### src/shared/bps_defs.svh
// Purpose: Constants of the board power sequencer.
// Assumes: 100 MHz core clock.
// Notes: Times are kept in their own unit; cycle counts derive from them.
`ifndef BPS_DEFS_SVH
`define BPS_DEFS_SVH

// ----------------------------------------
// Timing
// ----------------------------------------
`define BPS_CLK_MHZ 100
`define BPS_DEBOUNCE_MS 20
`define BPS_RELEASE_MS 200
`define BPS_ASSERT_US 32
`define BPS_BREAKER_US 20
`define BPS_DEBOUNCE_CYC (`BPS_DEBOUNCE_MS * 1000 * `BPS_CLK_MHZ)
`define BPS_RELEASE_CYC (`BPS_RELEASE_MS * 1000 * `BPS_CLK_MHZ)
`define BPS_ASSERT_CYC (`BPS_ASSERT_US * `BPS_CLK_MHZ)
`define BPS_BREAKER_CYC (`BPS_BREAKER_US * `BPS_CLK_MHZ)

// ----------------------------------------
// Register offsets and fields
// ----------------------------------------
`define BPS_REG_CTRL 12'h000
`define BPS_REG_STATUS 12'h004
`define BPS_REG_INT_STS 12'h008
`define BPS_REG_INT_EN 12'h00c
`define BPS_REG_INT_CLR 12'h010
`define BPS_CTRL_ENABLE 0
`define BPS_CTRL_CYCLE 1
`define BPS_CTRL_RESET 2'h1
`define BPS_INT_W 5
`define BPS_INT_FAULT 0
`define BPS_INT_PG_RISE 1
`define BPS_INT_PG_FALL 2
`define BPS_INT_REMOVAL 3
`define BPS_INT_CYCLE 4

// ----------------------------------------
// Synchronised pin positions
// ----------------------------------------
`define BPS_PIN_W 9
`define BPS_PIN_CON_A 0
`define BPS_PIN_CON_B 1
`define BPS_PIN_CYC 2
`define BPS_PIN_LO_SUP 3
`define BPS_PIN_HI_SUP 4
`define BPS_PIN_OUT_OK 5
`define BPS_PIN_TRIP 6
`define BPS_PIN_OC_LO 7
`define BPS_PIN_OC_HI 8

`endif

### src/shared/bps_pkg.sv
// Purpose: Types of the board power sequencer.
// Assumes: Nothing beyond the header constants.
// Notes: One-hot state codes.
`default_nettype none
package bps_pkg;
  typedef enum logic [3:0] {
    ST_IDLE  = 4'h1,
    ST_ON    = 4'h2,
    ST_FAULT = 4'h4,
    ST_CYCLE = 4'h8
  } bps_state_t;
endpackage
`default_nettype wire

### src/hw/bps_qual_timer.sv
// Purpose: Qualifies a level that must hold for more than a set time.
// Assumes: Input already synchronous to clock.
// Notes: Output is registered and drops one cycle after the level drops.
`default_nettype none
module bps_qual_timer #(
  parameter int CYCLES = 2000
) (
  input wire logic clock,
  input wire logic nrst,
  input wire logic cond,
  output logic hit
);
  localparam int W = $clog2(CYCLES + 1);
  logic [W-1:0] cnt_ff;
  logic hit_ff;

  always_ff @(posedge clock or negedge nrst)
  begin
    if (!nrst)
    begin
      cnt_ff <= '0;
    end
    else if (!cond)
    begin
      cnt_ff <= '0;
    end
    else if (cnt_ff != W'(CYCLES))
    begin
      cnt_ff <= cnt_ff + 1'b1;
    end
  end

  // Hit once the level has outlasted the full count.
  always_ff @(posedge clock or negedge nrst)
  begin
    if (!nrst)
    begin
      hit_ff <= 1'b0;
    end
    else
    begin
      hit_ff <= cond && (cnt_ff == W'(CYCLES));
    end
  end

  assign hit = hit_ff;
endmodule
`default_nettype wire

### src/hw/bps_sequencer.sv
// Purpose: Sequencing logic of a board insertion power controller.
// Assumes: Comparator results arrive as asynchronous logic levels.
// Notes: APB slave with zero wait states; one level interrupt.
//
// The APB interface to the registers and the address map were chosen for this implementation.
`include "bps_defs.svh"
`default_nettype none

module bps_sequencer #(
  parameter int DEBOUNCE_CYC = `BPS_DEBOUNCE_CYC,
  parameter int RELEASE_CYC = `BPS_RELEASE_CYC
) (
  input wire logic clock,
  input wire logic nrst,
  input wire logic psel,
  input wire logic penable,
  input wire logic pwrite,
  input wire logic [11:0] paddr,
  input wire logic [31:0] pwdata,
  output logic [31:0] prdata,
  output logic pready,
  output logic pslverr,
  input wire logic connect_sense_a_n,
  input wire logic connect_sense_b_n,
  input wire logic power_cycle_n,
  input wire logic low_rail_supply_ok,
  input wire logic high_rail_supply_ok,
  input wire logic low_rail_output_ok,
  input wire logic outputs_below_trip,
  input wire logic low_rail_overcurrent,
  input wire logic high_rail_overcurrent,
  output logic low_rail_gate_drive,
  output logic high_rail_gate_drive,
  output logic gate_pulldown,
  output logic ramp_ref_on,
  output logic pump_on_indicator,
  output logic supply_ok_flag,
  output logic reset_out_n,
  output logic bus_isolate,
  output logic fault_n,
  output logic irq,
  output bps_pkg::bps_state_t state
);
  import bps_pkg::*;

  // ----------------------------------------
  // Declarations
  // ----------------------------------------
  logic [`BPS_PIN_W-1:0] pin_raw;
  logic [`BPS_PIN_W-1:0] sync1_ff;
  logic [`BPS_PIN_W-1:0] sync2_ff;
  logic conn_hit, cyc_hit, short_hit, rise_hit, fall_hit;
  logic cyc_hit_q_ff, cycle_req, sup_ok, out_ok_s;
  bps_state_t st_ff, nxt_st;
  logic from_fault_ff;
  logic pumps_ff, pulldown_ff, fault_n_ff, pg_ff, rst_n_ff, isolate_ff;
  logic [1:0] ctrl_ff;
  logic soft_cycle_ff;
  logic [`BPS_INT_W-1:0] int_sts_ff, int_en_ff, int_evt, int_clr;
  logic irq_ff, pready_ff, pslverr_ff;
  logic [31:0] prdata_ff;
  logic wr_acc;

  // ----------------------------------------
  // Pin synchronisers
  // ----------------------------------------
  assign pin_raw = {high_rail_overcurrent, low_rail_overcurrent, outputs_below_trip,
                    low_rail_output_ok, high_rail_supply_ok, low_rail_supply_ok,
                    power_cycle_n, connect_sense_b_n, connect_sense_a_n};

  // Two flip-flops per asynchronous pin.
  genvar gi;
  generate
    for (gi = 0; gi < `BPS_PIN_W; gi++)
    begin : g_sync
      always_ff @(posedge clock or negedge nrst)
      begin
        if (!nrst)
        begin
          sync1_ff[gi] <= 1'b0;
          sync2_ff[gi] <= 1'b0;
        end
        else
        begin
          sync1_ff[gi] <= pin_raw[gi];
          sync2_ff[gi] <= sync1_ff[gi];
        end
      end
    end
  endgenerate

  assign sup_ok = sync2_ff[`BPS_PIN_LO_SUP] && sync2_ff[`BPS_PIN_HI_SUP];
  assign out_ok_s = sync2_ff[`BPS_PIN_OUT_OK];

  // ----------------------------------------
  // Qualifying timers
  // ----------------------------------------
  // both senses low
  bps_qual_timer #(.CYCLES(DEBOUNCE_CYC)) u_conn (
    .clock(clock), .nrst(nrst),
    .cond(!sync2_ff[`BPS_PIN_CON_A] && !sync2_ff[`BPS_PIN_CON_B]), .hit(conn_hit));
  bps_qual_timer #(.CYCLES(DEBOUNCE_CYC)) u_cyc (
    .clock(clock), .nrst(nrst), .cond(!sync2_ff[`BPS_PIN_CYC]), .hit(cyc_hit));
  bps_qual_timer #(.CYCLES(`BPS_BREAKER_CYC)) u_brk (
    .clock(clock), .nrst(nrst),
    .cond(sync2_ff[`BPS_PIN_OC_LO] || sync2_ff[`BPS_PIN_OC_HI]), .hit(short_hit));
  bps_qual_timer #(.CYCLES(RELEASE_CYC)) u_rise (
    .clock(clock), .nrst(nrst), .cond(out_ok_s), .hit(rise_hit));
  bps_qual_timer #(.CYCLES(`BPS_ASSERT_CYC)) u_fall (
    .clock(clock), .nrst(nrst), .cond(!out_ok_s), .hit(fall_hit));

  // Edge of the qualified request, so a held request acts only once.
  always_ff @(posedge clock or negedge nrst)
  begin
    if (!nrst)
    begin
      cyc_hit_q_ff <= 1'b0;
    end
    else
    begin
      cyc_hit_q_ff <= cyc_hit;
    end
  end

  assign cycle_req = (cyc_hit && !cyc_hit_q_ff) || soft_cycle_ff;

  // ----------------------------------------
  // Power state machine
  // ----------------------------------------
  // Next state from qualified events and synchronised pin levels; a short outranks a cycle request.
  always_comb
  begin
    nxt_st = st_ff;
    unique case (st_ff)
      ST_IDLE:
        if (conn_hit && sup_ok && ctrl_ff[`BPS_CTRL_ENABLE])
          nxt_st = ST_ON;
      ST_ON:
        if (short_hit)
          nxt_st = ST_FAULT;
        else if (cycle_req)
          nxt_st = ST_CYCLE;
        else if (!conn_hit || !sup_ok)
          nxt_st = ST_IDLE;
      ST_FAULT:
        if (cycle_req)
          nxt_st = ST_CYCLE;
      ST_CYCLE:
        if (sync2_ff[`BPS_PIN_TRIP] && (from_fault_ff || sync2_ff[`BPS_PIN_CYC]))
          nxt_st = ST_IDLE;
      default:
        nxt_st = ST_IDLE;
    endcase
  end

  // State register.
  always_ff @(posedge clock or negedge nrst)
  begin
    if (!nrst)
    begin
      st_ff <= ST_IDLE;
    end
    else
    begin
      st_ff <= nxt_st;
    end
  end

  // Remembers that the current discharge clears a fault.
  always_ff @(posedge clock or negedge nrst)
  begin
    if (!nrst)
    begin
      from_fault_ff <= 1'b0;
    end
    else if (st_ff == ST_FAULT && nxt_st == ST_CYCLE)
    begin
      from_fault_ff <= 1'b1;
    end
    else if (nxt_st != ST_CYCLE)
    begin
      from_fault_ff <= 1'b0;
    end
  end

  // ----------------------------------------
  // Gate drive and flags
  // ----------------------------------------
  // pumps only in the on state
  always_ff @(posedge clock or negedge nrst)
  begin
    if (!nrst)
    begin
      pumps_ff <= 1'b0;
      pulldown_ff <= 1'b1;
    end
    else
    begin
      pumps_ff <= (nxt_st == ST_ON);
      pulldown_ff <= (nxt_st != ST_ON);
    end
  end

  always_ff @(posedge clock or negedge nrst)
  begin
    if (!nrst)
    begin
      fault_n_ff <= 1'b1;
    end
    else if (st_ff == ST_ON && nxt_st == ST_FAULT)
    begin
      fault_n_ff <= 1'b0;
    end
    else if (st_ff == ST_FAULT && cycle_req)
    begin
      fault_n_ff <= 1'b1;
    end
  end

  always_ff @(posedge clock or negedge nrst)
  begin
    if (!nrst)
    begin
      pg_ff <= 1'b0;
    end
    else
    begin
      pg_ff <= out_ok_s;
    end
  end

  always_ff @(posedge clock or negedge nrst)
  begin
    if (!nrst)
    begin
      rst_n_ff <= 1'b0;
      isolate_ff <= 1'b1;
    end
    else if (fall_hit)
    begin
      rst_n_ff <= 1'b0;
      isolate_ff <= 1'b1;
    end
    else if (rise_hit && st_ff == ST_ON)
    begin
      rst_n_ff <= 1'b1;
      isolate_ff <= 1'b0;
    end
  end

  // ----------------------------------------
  // Interrupts
  // ----------------------------------------
  assign int_evt[`BPS_INT_FAULT] = (st_ff == ST_ON) && (nxt_st == ST_FAULT);
  assign int_evt[`BPS_INT_PG_RISE] = out_ok_s && !pg_ff;
  assign int_evt[`BPS_INT_PG_FALL] = !out_ok_s && pg_ff;
  assign int_evt[`BPS_INT_REMOVAL] = (st_ff == ST_ON) && (nxt_st == ST_IDLE);
  assign int_evt[`BPS_INT_CYCLE] = (nxt_st == ST_CYCLE) && (st_ff != ST_CYCLE);
  assign int_clr = (wr_acc && paddr == `BPS_REG_INT_CLR) ? pwdata[`BPS_INT_W-1:0] : '0;

  // Sticky status; a new event wins over a clear in the same cycle.
  always_ff @(posedge clock or negedge nrst)
  begin
    if (!nrst)
    begin
      int_sts_ff <= '0;
    end
    else
    begin
      int_sts_ff <= (int_sts_ff & ~int_clr) | int_evt;
    end
  end

  // Level interrupt from enabled status bits.
  always_ff @(posedge clock or negedge nrst)
  begin
    if (!nrst)
    begin
      irq_ff <= 1'b0;
    end
    else
    begin
      irq_ff <= |(int_sts_ff & int_en_ff);
    end
  end

  // ----------------------------------------
  // APB slave
  // ----------------------------------------
  assign wr_acc = psel && penable && pready_ff && pwrite;

  // Writable registers; the cycle bit is a one-cycle command.
  always_ff @(posedge clock or negedge nrst)
  begin
    if (!nrst)
    begin
      ctrl_ff <= `BPS_CTRL_RESET;
      int_en_ff <= '0;
      soft_cycle_ff <= 1'b0;
    end
    else
    begin
      soft_cycle_ff <= wr_acc && paddr == `BPS_REG_CTRL && pwdata[`BPS_CTRL_CYCLE];
      if (wr_acc && paddr == `BPS_REG_CTRL)
        ctrl_ff <= {1'b0, pwdata[`BPS_CTRL_ENABLE]};
      if (wr_acc && paddr == `BPS_REG_INT_EN)
        int_en_ff <= pwdata[`BPS_INT_W-1:0];
    end
  end

  // Answer prepared in the setup cycle, presented in the access cycle.
  always_ff @(posedge clock or negedge nrst)
  begin
    if (!nrst)
    begin
      pready_ff <= 1'b0;
      pslverr_ff <= 1'b0;
      prdata_ff <= '0;
    end
    else
    begin
      pready_ff <= psel && !penable;
      pslverr_ff <= 1'b0;
      prdata_ff <= '0;
      if (psel && !penable)
      begin
        unique case (paddr)
          `BPS_REG_CTRL: prdata_ff <= {30'h0, ctrl_ff};
          `BPS_REG_STATUS: prdata_ff <= {22'h0, fault_n_ff, rst_n_ff, isolate_ff,
                                         pg_ff, pumps_ff, from_fault_ff, st_ff};
          `BPS_REG_INT_STS: prdata_ff <= {27'h0, int_sts_ff};
          `BPS_REG_INT_EN: prdata_ff <= {27'h0, int_en_ff};
          `BPS_REG_INT_CLR: prdata_ff <= '0;
          default: pslverr_ff <= 1'b1;
        endcase
      end
    end
  end

  // ----------------------------------------
  // Outputs
  // ----------------------------------------
  assign low_rail_gate_drive = pumps_ff;
  assign high_rail_gate_drive = pumps_ff;
  assign ramp_ref_on = pumps_ff;
  assign pump_on_indicator = pumps_ff;
  assign gate_pulldown = pulldown_ff;
  assign fault_n = fault_n_ff;
  assign supply_ok_flag = pg_ff;
  assign reset_out_n = rst_n_ff;
  assign bus_isolate = isolate_ff;
  assign irq = irq_ff;
  assign prdata = prdata_ff;
  assign pready = pready_ff;
  assign pslverr = pslverr_ff;
  assign state = st_ff;
endmodule
`default_nettype wire

### config.mk
export PLATFORM = sky130hd
export DESIGN_NAME = bps_sequencer
export DESIGN_NICKNAME = d
export VERILOG_FILES = /design/src/shared/bps_pkg.sv /design/src/hw/bps_qual_timer.sv /design/src/hw/bps_sequencer.sv
export VERILOG_INCLUDE_DIRS = /design/src /design/src/shared
export SDC_FILE = /design/constraint.sdc
export NUM_CORES = 1
export LEC_CHECK = 0
export ABC_AREA = 1
export BUFFER_PORTS_ARGS = -buffer_cell sky130_fd_sc_hd__buf_2
export CAP_MARGIN = 20
export CORE_MARGIN = 1.5
export CORE_UTILIZATION = 54
export DETAILED_ROUTE_END_ITERATION = 16
export PLACE_DENSITY = 0.76
export SYNTH_ARGS = -nofsm -noshare
export SYNTH_HDL_FRONTEND = slang
export SYNTH_SLANG_ARGS = --single-unit
### constraint.sdc
create_clock -name clock -period 1.9 [get_ports clock]
set_input_delay 0.19 -clock clock [delete_from_list [all_inputs] [get_ports clock]]
set_output_delay 0.19 -clock clock [all_outputs]
set_load 0.05 [all_outputs]
==> results by group <==
Logic synthesis
  • Post-synth EDFFs: 0
  • FFs w/ async S/R, synth: 1.00
  • Syn Inst Count: 1,007
  • Multiplexer share of the synthesized area: 0
  • Post-synthesis compound-gate area fraction: 0.0665
  • Distinct cells, synth: 41
  • XOR/XNOR share of the synthesized area: 0.0123
  • Mean Syn Cell Area: 7.76 sq um
  • Synth Area in Adders: 0.0160
  • Post-Syn Area: 7810 sq um
  • Largest family of logic cells by synthesized area: simple AND/OR/NAND/NOR gates
  • FF+latch count, synth: 150
  • Yosys warnings: 0
  • Post-Synth Simple-Gate Area: 0.329
  • Post-synth top flop: dfrtp_1
  • Seq/Total Area, Yosys: 0.481

Floorplan
  • Die footprint: 15,200 sq um
  • Site Rows: 43
  • Core Area: 14,000 sq um
  • # IOs: 106
  • Die Y: 123 um
  • Initial Util: 0.558
  • Die X: 123 um

Power and ir drop
  • Reg power frac: 0.472
  • Comb pwr share: 0.069
  • Cell-internal power: 0.00535 W
  • Worst vdd ir: 0.680 mV
  • NetSw: 0.00170 W
  • Cell area power density: 790 nW/um^2
  • Switching fraction of total power: 0.241
  • Static Leak: 4.21 nW
  • Clock Power Share: 0.459

Setup path
  • Crit-path max FO: 5
  • Crit start category: flop
  • Slowest cell on crit path: dfrtp_1
  • Critical path type: flop to flop
  • Worst path bufs/invs: 1
  • CP required: 2.24 ns
  • CP Cell Sequence: ha_1 -> nand3_2 -> nor2_4 -> nand2_2 -> inv_2 -> nand2_1 -> nand2_1 -> nand2_1 -> nor2_1
  • Crit path depth: 9
  • Crit end category: flop
  • Cell mode on critical path: nand2_1
  • Worst Path Arrival: 1.90 ns
  • Worst r2r src: u_conn.cnt_ff[0]$_DFFE_PN0N_
  • Worst-case reg-to-reg path depth: 9
  • CP top delay family: simple AND/OR/NAND/NOR gates
  • CP peak stage delay: 0.42 ns
  • Critical Path Source: u_conn.cnt_ff[0]$_DFFE_PN0N_

Worst hold path
  • Worst hold start: pwdata[0]
  • Tightest Hold Check Type: input port to flop
  • Hold path cells: 3

Detailed routing
  • Post-Route WL: 16,000 um
  • Routed vias: 6,571
  • Wire per inst: 12.5 um
  • Vias per cell: 5.13
  • Wire length on met1: 7590 um
  • Met2 wire length: 7530 um
  • Antenna-violating nets left: 0
  • Highest metal used: met4
  • Wire length on met3: 655 um
  • DRC: 0
  • Initial DRC Count: 521
  • First-pass DRT Iterations: 7

CTS
  • Inserted Clock Buffers: 17
  • CTS resizes: 0
  • Root Driver: clkbuf_16
  • CTS tree: yes
  • Clock sinks: 150
  • Skew-Pair Late Insertion Delay: 0.43 ns
  • H-Tree Depth: 4
  • Clock-pin slew on the worst setup and hold paths: 0.06 ns
  • Buffer depth of the longest clock path: 2

STA
  • Tmin final: 1.55 ns
  • Final setup skew: 0.00617 ns
  • Fmax: 643 MHz
  • Worst Max-Slew Pin Slew: 0.507 ns
  • Setup-failing EPs final: 0
  • Slew margin rel.: 0.659
  • Smallest hold slack: 0.0320 ns
  • RSZ-0062 raised after global routing: false
  • Setup TNS: 0 ns
  • Final worst setup slack: 0.346 ns
  • Period utilisation layout: 0.818
  • Fin. max-slew vios: 0
  • Final hold violation count: 0

Global routing
  • Initial antenna violation count: 0
  • Grt total ovfl: 0
  • Pin count of the biggest net entering global routing: 45
  • First-pass GRT wire length: 27,100 um
  • Vias in the first global route: 6,037
  • Total GRT Usage: 0.226

Cells and area
  • Area Growth Syn to Fin: 14.3%
  • Area of the multi-input gates: 3390 sq um
  • Final nets: 1,155
  • Register area: 3760 sq um
  • Fillers: 1,177
  • Number of diodes: 0
  • Share of layout cells above drive strength 1: 0.130

Placement
  • Post-Place Setup Slack: 0.385 ns
  • Post-DP HPWL: 11,400 um
  • Port buffer count: 56
  • GPL Wtd Cong: 0.869

Outcome
  • Status: complete, no violations

Run
  • Max-cap violations: 0
==> synth_stat cells, types with 7 or more instances <==
library cell    n  share of area
nand3_1        72          0.046
inv_1         124          0.060
nor3_1         16          0.010
buf_4          28          0.027
a21oi_1        41          0.026
nor2_4          7          0.010
nor2_1        170          0.082
nand4_1        45          0.036
dfrtp_1       145           0.46
o21ai_0        45          0.029
nor2_2         10         0.0080
nand2_1       220           0.11
ha_1           10          0.016
xor2_1          9          0.010
or2_2           7         0.0056
==> logic make-up (layout without fill, tap and decap cells) <==
kind of cell	Yosys count	count (layout)
AO/OA/AOI/OAI	99	99
XOR/XNOR	11	11
adder cells (fa/ha/maj)	10	10
buffers and inverters	163	235
flip-flops	150	150
other	1	22
AND/OR/NAND/NOR	573	573
==> worst register-to-register path, stage by stage (launching register included) <==
cell	delay, ns
dfrtp_1	0.42
ha_1	0.27
nand3_2	0.13
nor2_4	0.17
nand2_2	0.09
inv_2	0.09
nand2_1	0.07
nand2_1	0.07
nand2_1	0.06
nor2_1	0.11
==> power groups by stage <==
stage | Clock (W) | Sequential (W) | Combinational (W)
final | 0.00324 | 0.00333 | 0.000484
after global placement | 0 | 0.00338 | 0.000456
after floorplan | 0 | 0.00338 | 0.000335
after global routing | 0.00344 | 0.00334 | 0.000549
after CTS | 0.00332 | 0.00333 | 0.000492
after detailed placement | 0 | 0.00339 | 0.000470
==> per-layer routing <==
| layer | vias up | track usage |
|---|---|---|
| met5 | - | 0 |
| met1 | 3031 | 0.297 |
| met2 | 152 | 0.367 |
| met3 | 18 | 0.0535 |
| li1 | 3370 | - |
| met4 | 0 | 0.0776 |
==> cells in the final DEF, fill, tap and decap left out, drive strengths merged <==
cell and instances:
a21boi 1, a21o 1, a21oi 41, a221oi 1, a22oi 1, a31oi 6, and2 2, and3 2
buf 66, bufinv 1, clkbuf 22, clkinv 6, clkinvlp 3, conb 22, dfrtp 145, dfstp 5
dlygate4sd3 11, ha 10, inv 126, nand2 226, nand3 75, nand3b 1, nand4 47, nor2 187
nor3 19, nor4 6, o211ai 1, o21a 1, o21ai 46, or2 8, xnor2 2, xor2 9
==> flip-flops by register name (all words and copies together), names as in the netlist, 4 cells and up <==
name	count
state	4
prdata	10
u_brk.cnt_ff	11
u_cyc.cnt_ff	21
u_fall.cnt_ff	12
sync1_ff	9
int_sts_ff	5
int_en_ff	5
u_rise.cnt_ff	25
u_conn.cnt_ff	21
sync2_ff	8
==> worst paths after layout <==
kind / slack [ns] / end
max in group asynchronous: 0.96 / fault_n$_DFFE_PN1P_
hold / removal: 0.03 / ctrl_ff[0]$_DFFE_PN1P_
setup reg to reg: 0.35 / u_conn.cnt_ff[20]$_DFFE_PN0N_
min in group asynchronous: 0.26 / soft_cycle_ff$_DFF_PN0_
hold reg to reg: 0.35 / sync2_ff[7]$_DFF_PN0_
setup / recovery: 0.35 / u_conn.cnt_ff[20]$_DFFE_PN0N_
==> timing repair <==
item / in CTS / in global routing
setup endpoints to repair: 0 / 0
hold buffers: 11 / 0
buffers inserted: 0 / 0
hold endpoints to repair: 48 / 0
==> final cells by class <==
cell class | instances | area share
clock buffer | 22 | 0.0542
inverter | 126 | 0.0530
tap | 180 | 0.0252
multi-input combinational | 715 | 0.380
timing repair buffer | 77 | 0.0556
clock inverter | 10 | 0.0109
sequential | 150 | 0.421
==> metrics by stage <==
step                power [W]  instances  instance area (sq um)   util
finish                0.00705       1280                   8930  0.638
global route          0.00733       1280                   8930  0.638
CTS                   0.00714       1280                   8930  0.638
detailed placement    0.00386       1237                   8240  0.589
global placement      0.00384       1237                   8240  0.589
floorplan             0.00372       1028                   7890      -
No activity file was read; power rests on OpenSTA's default activity.
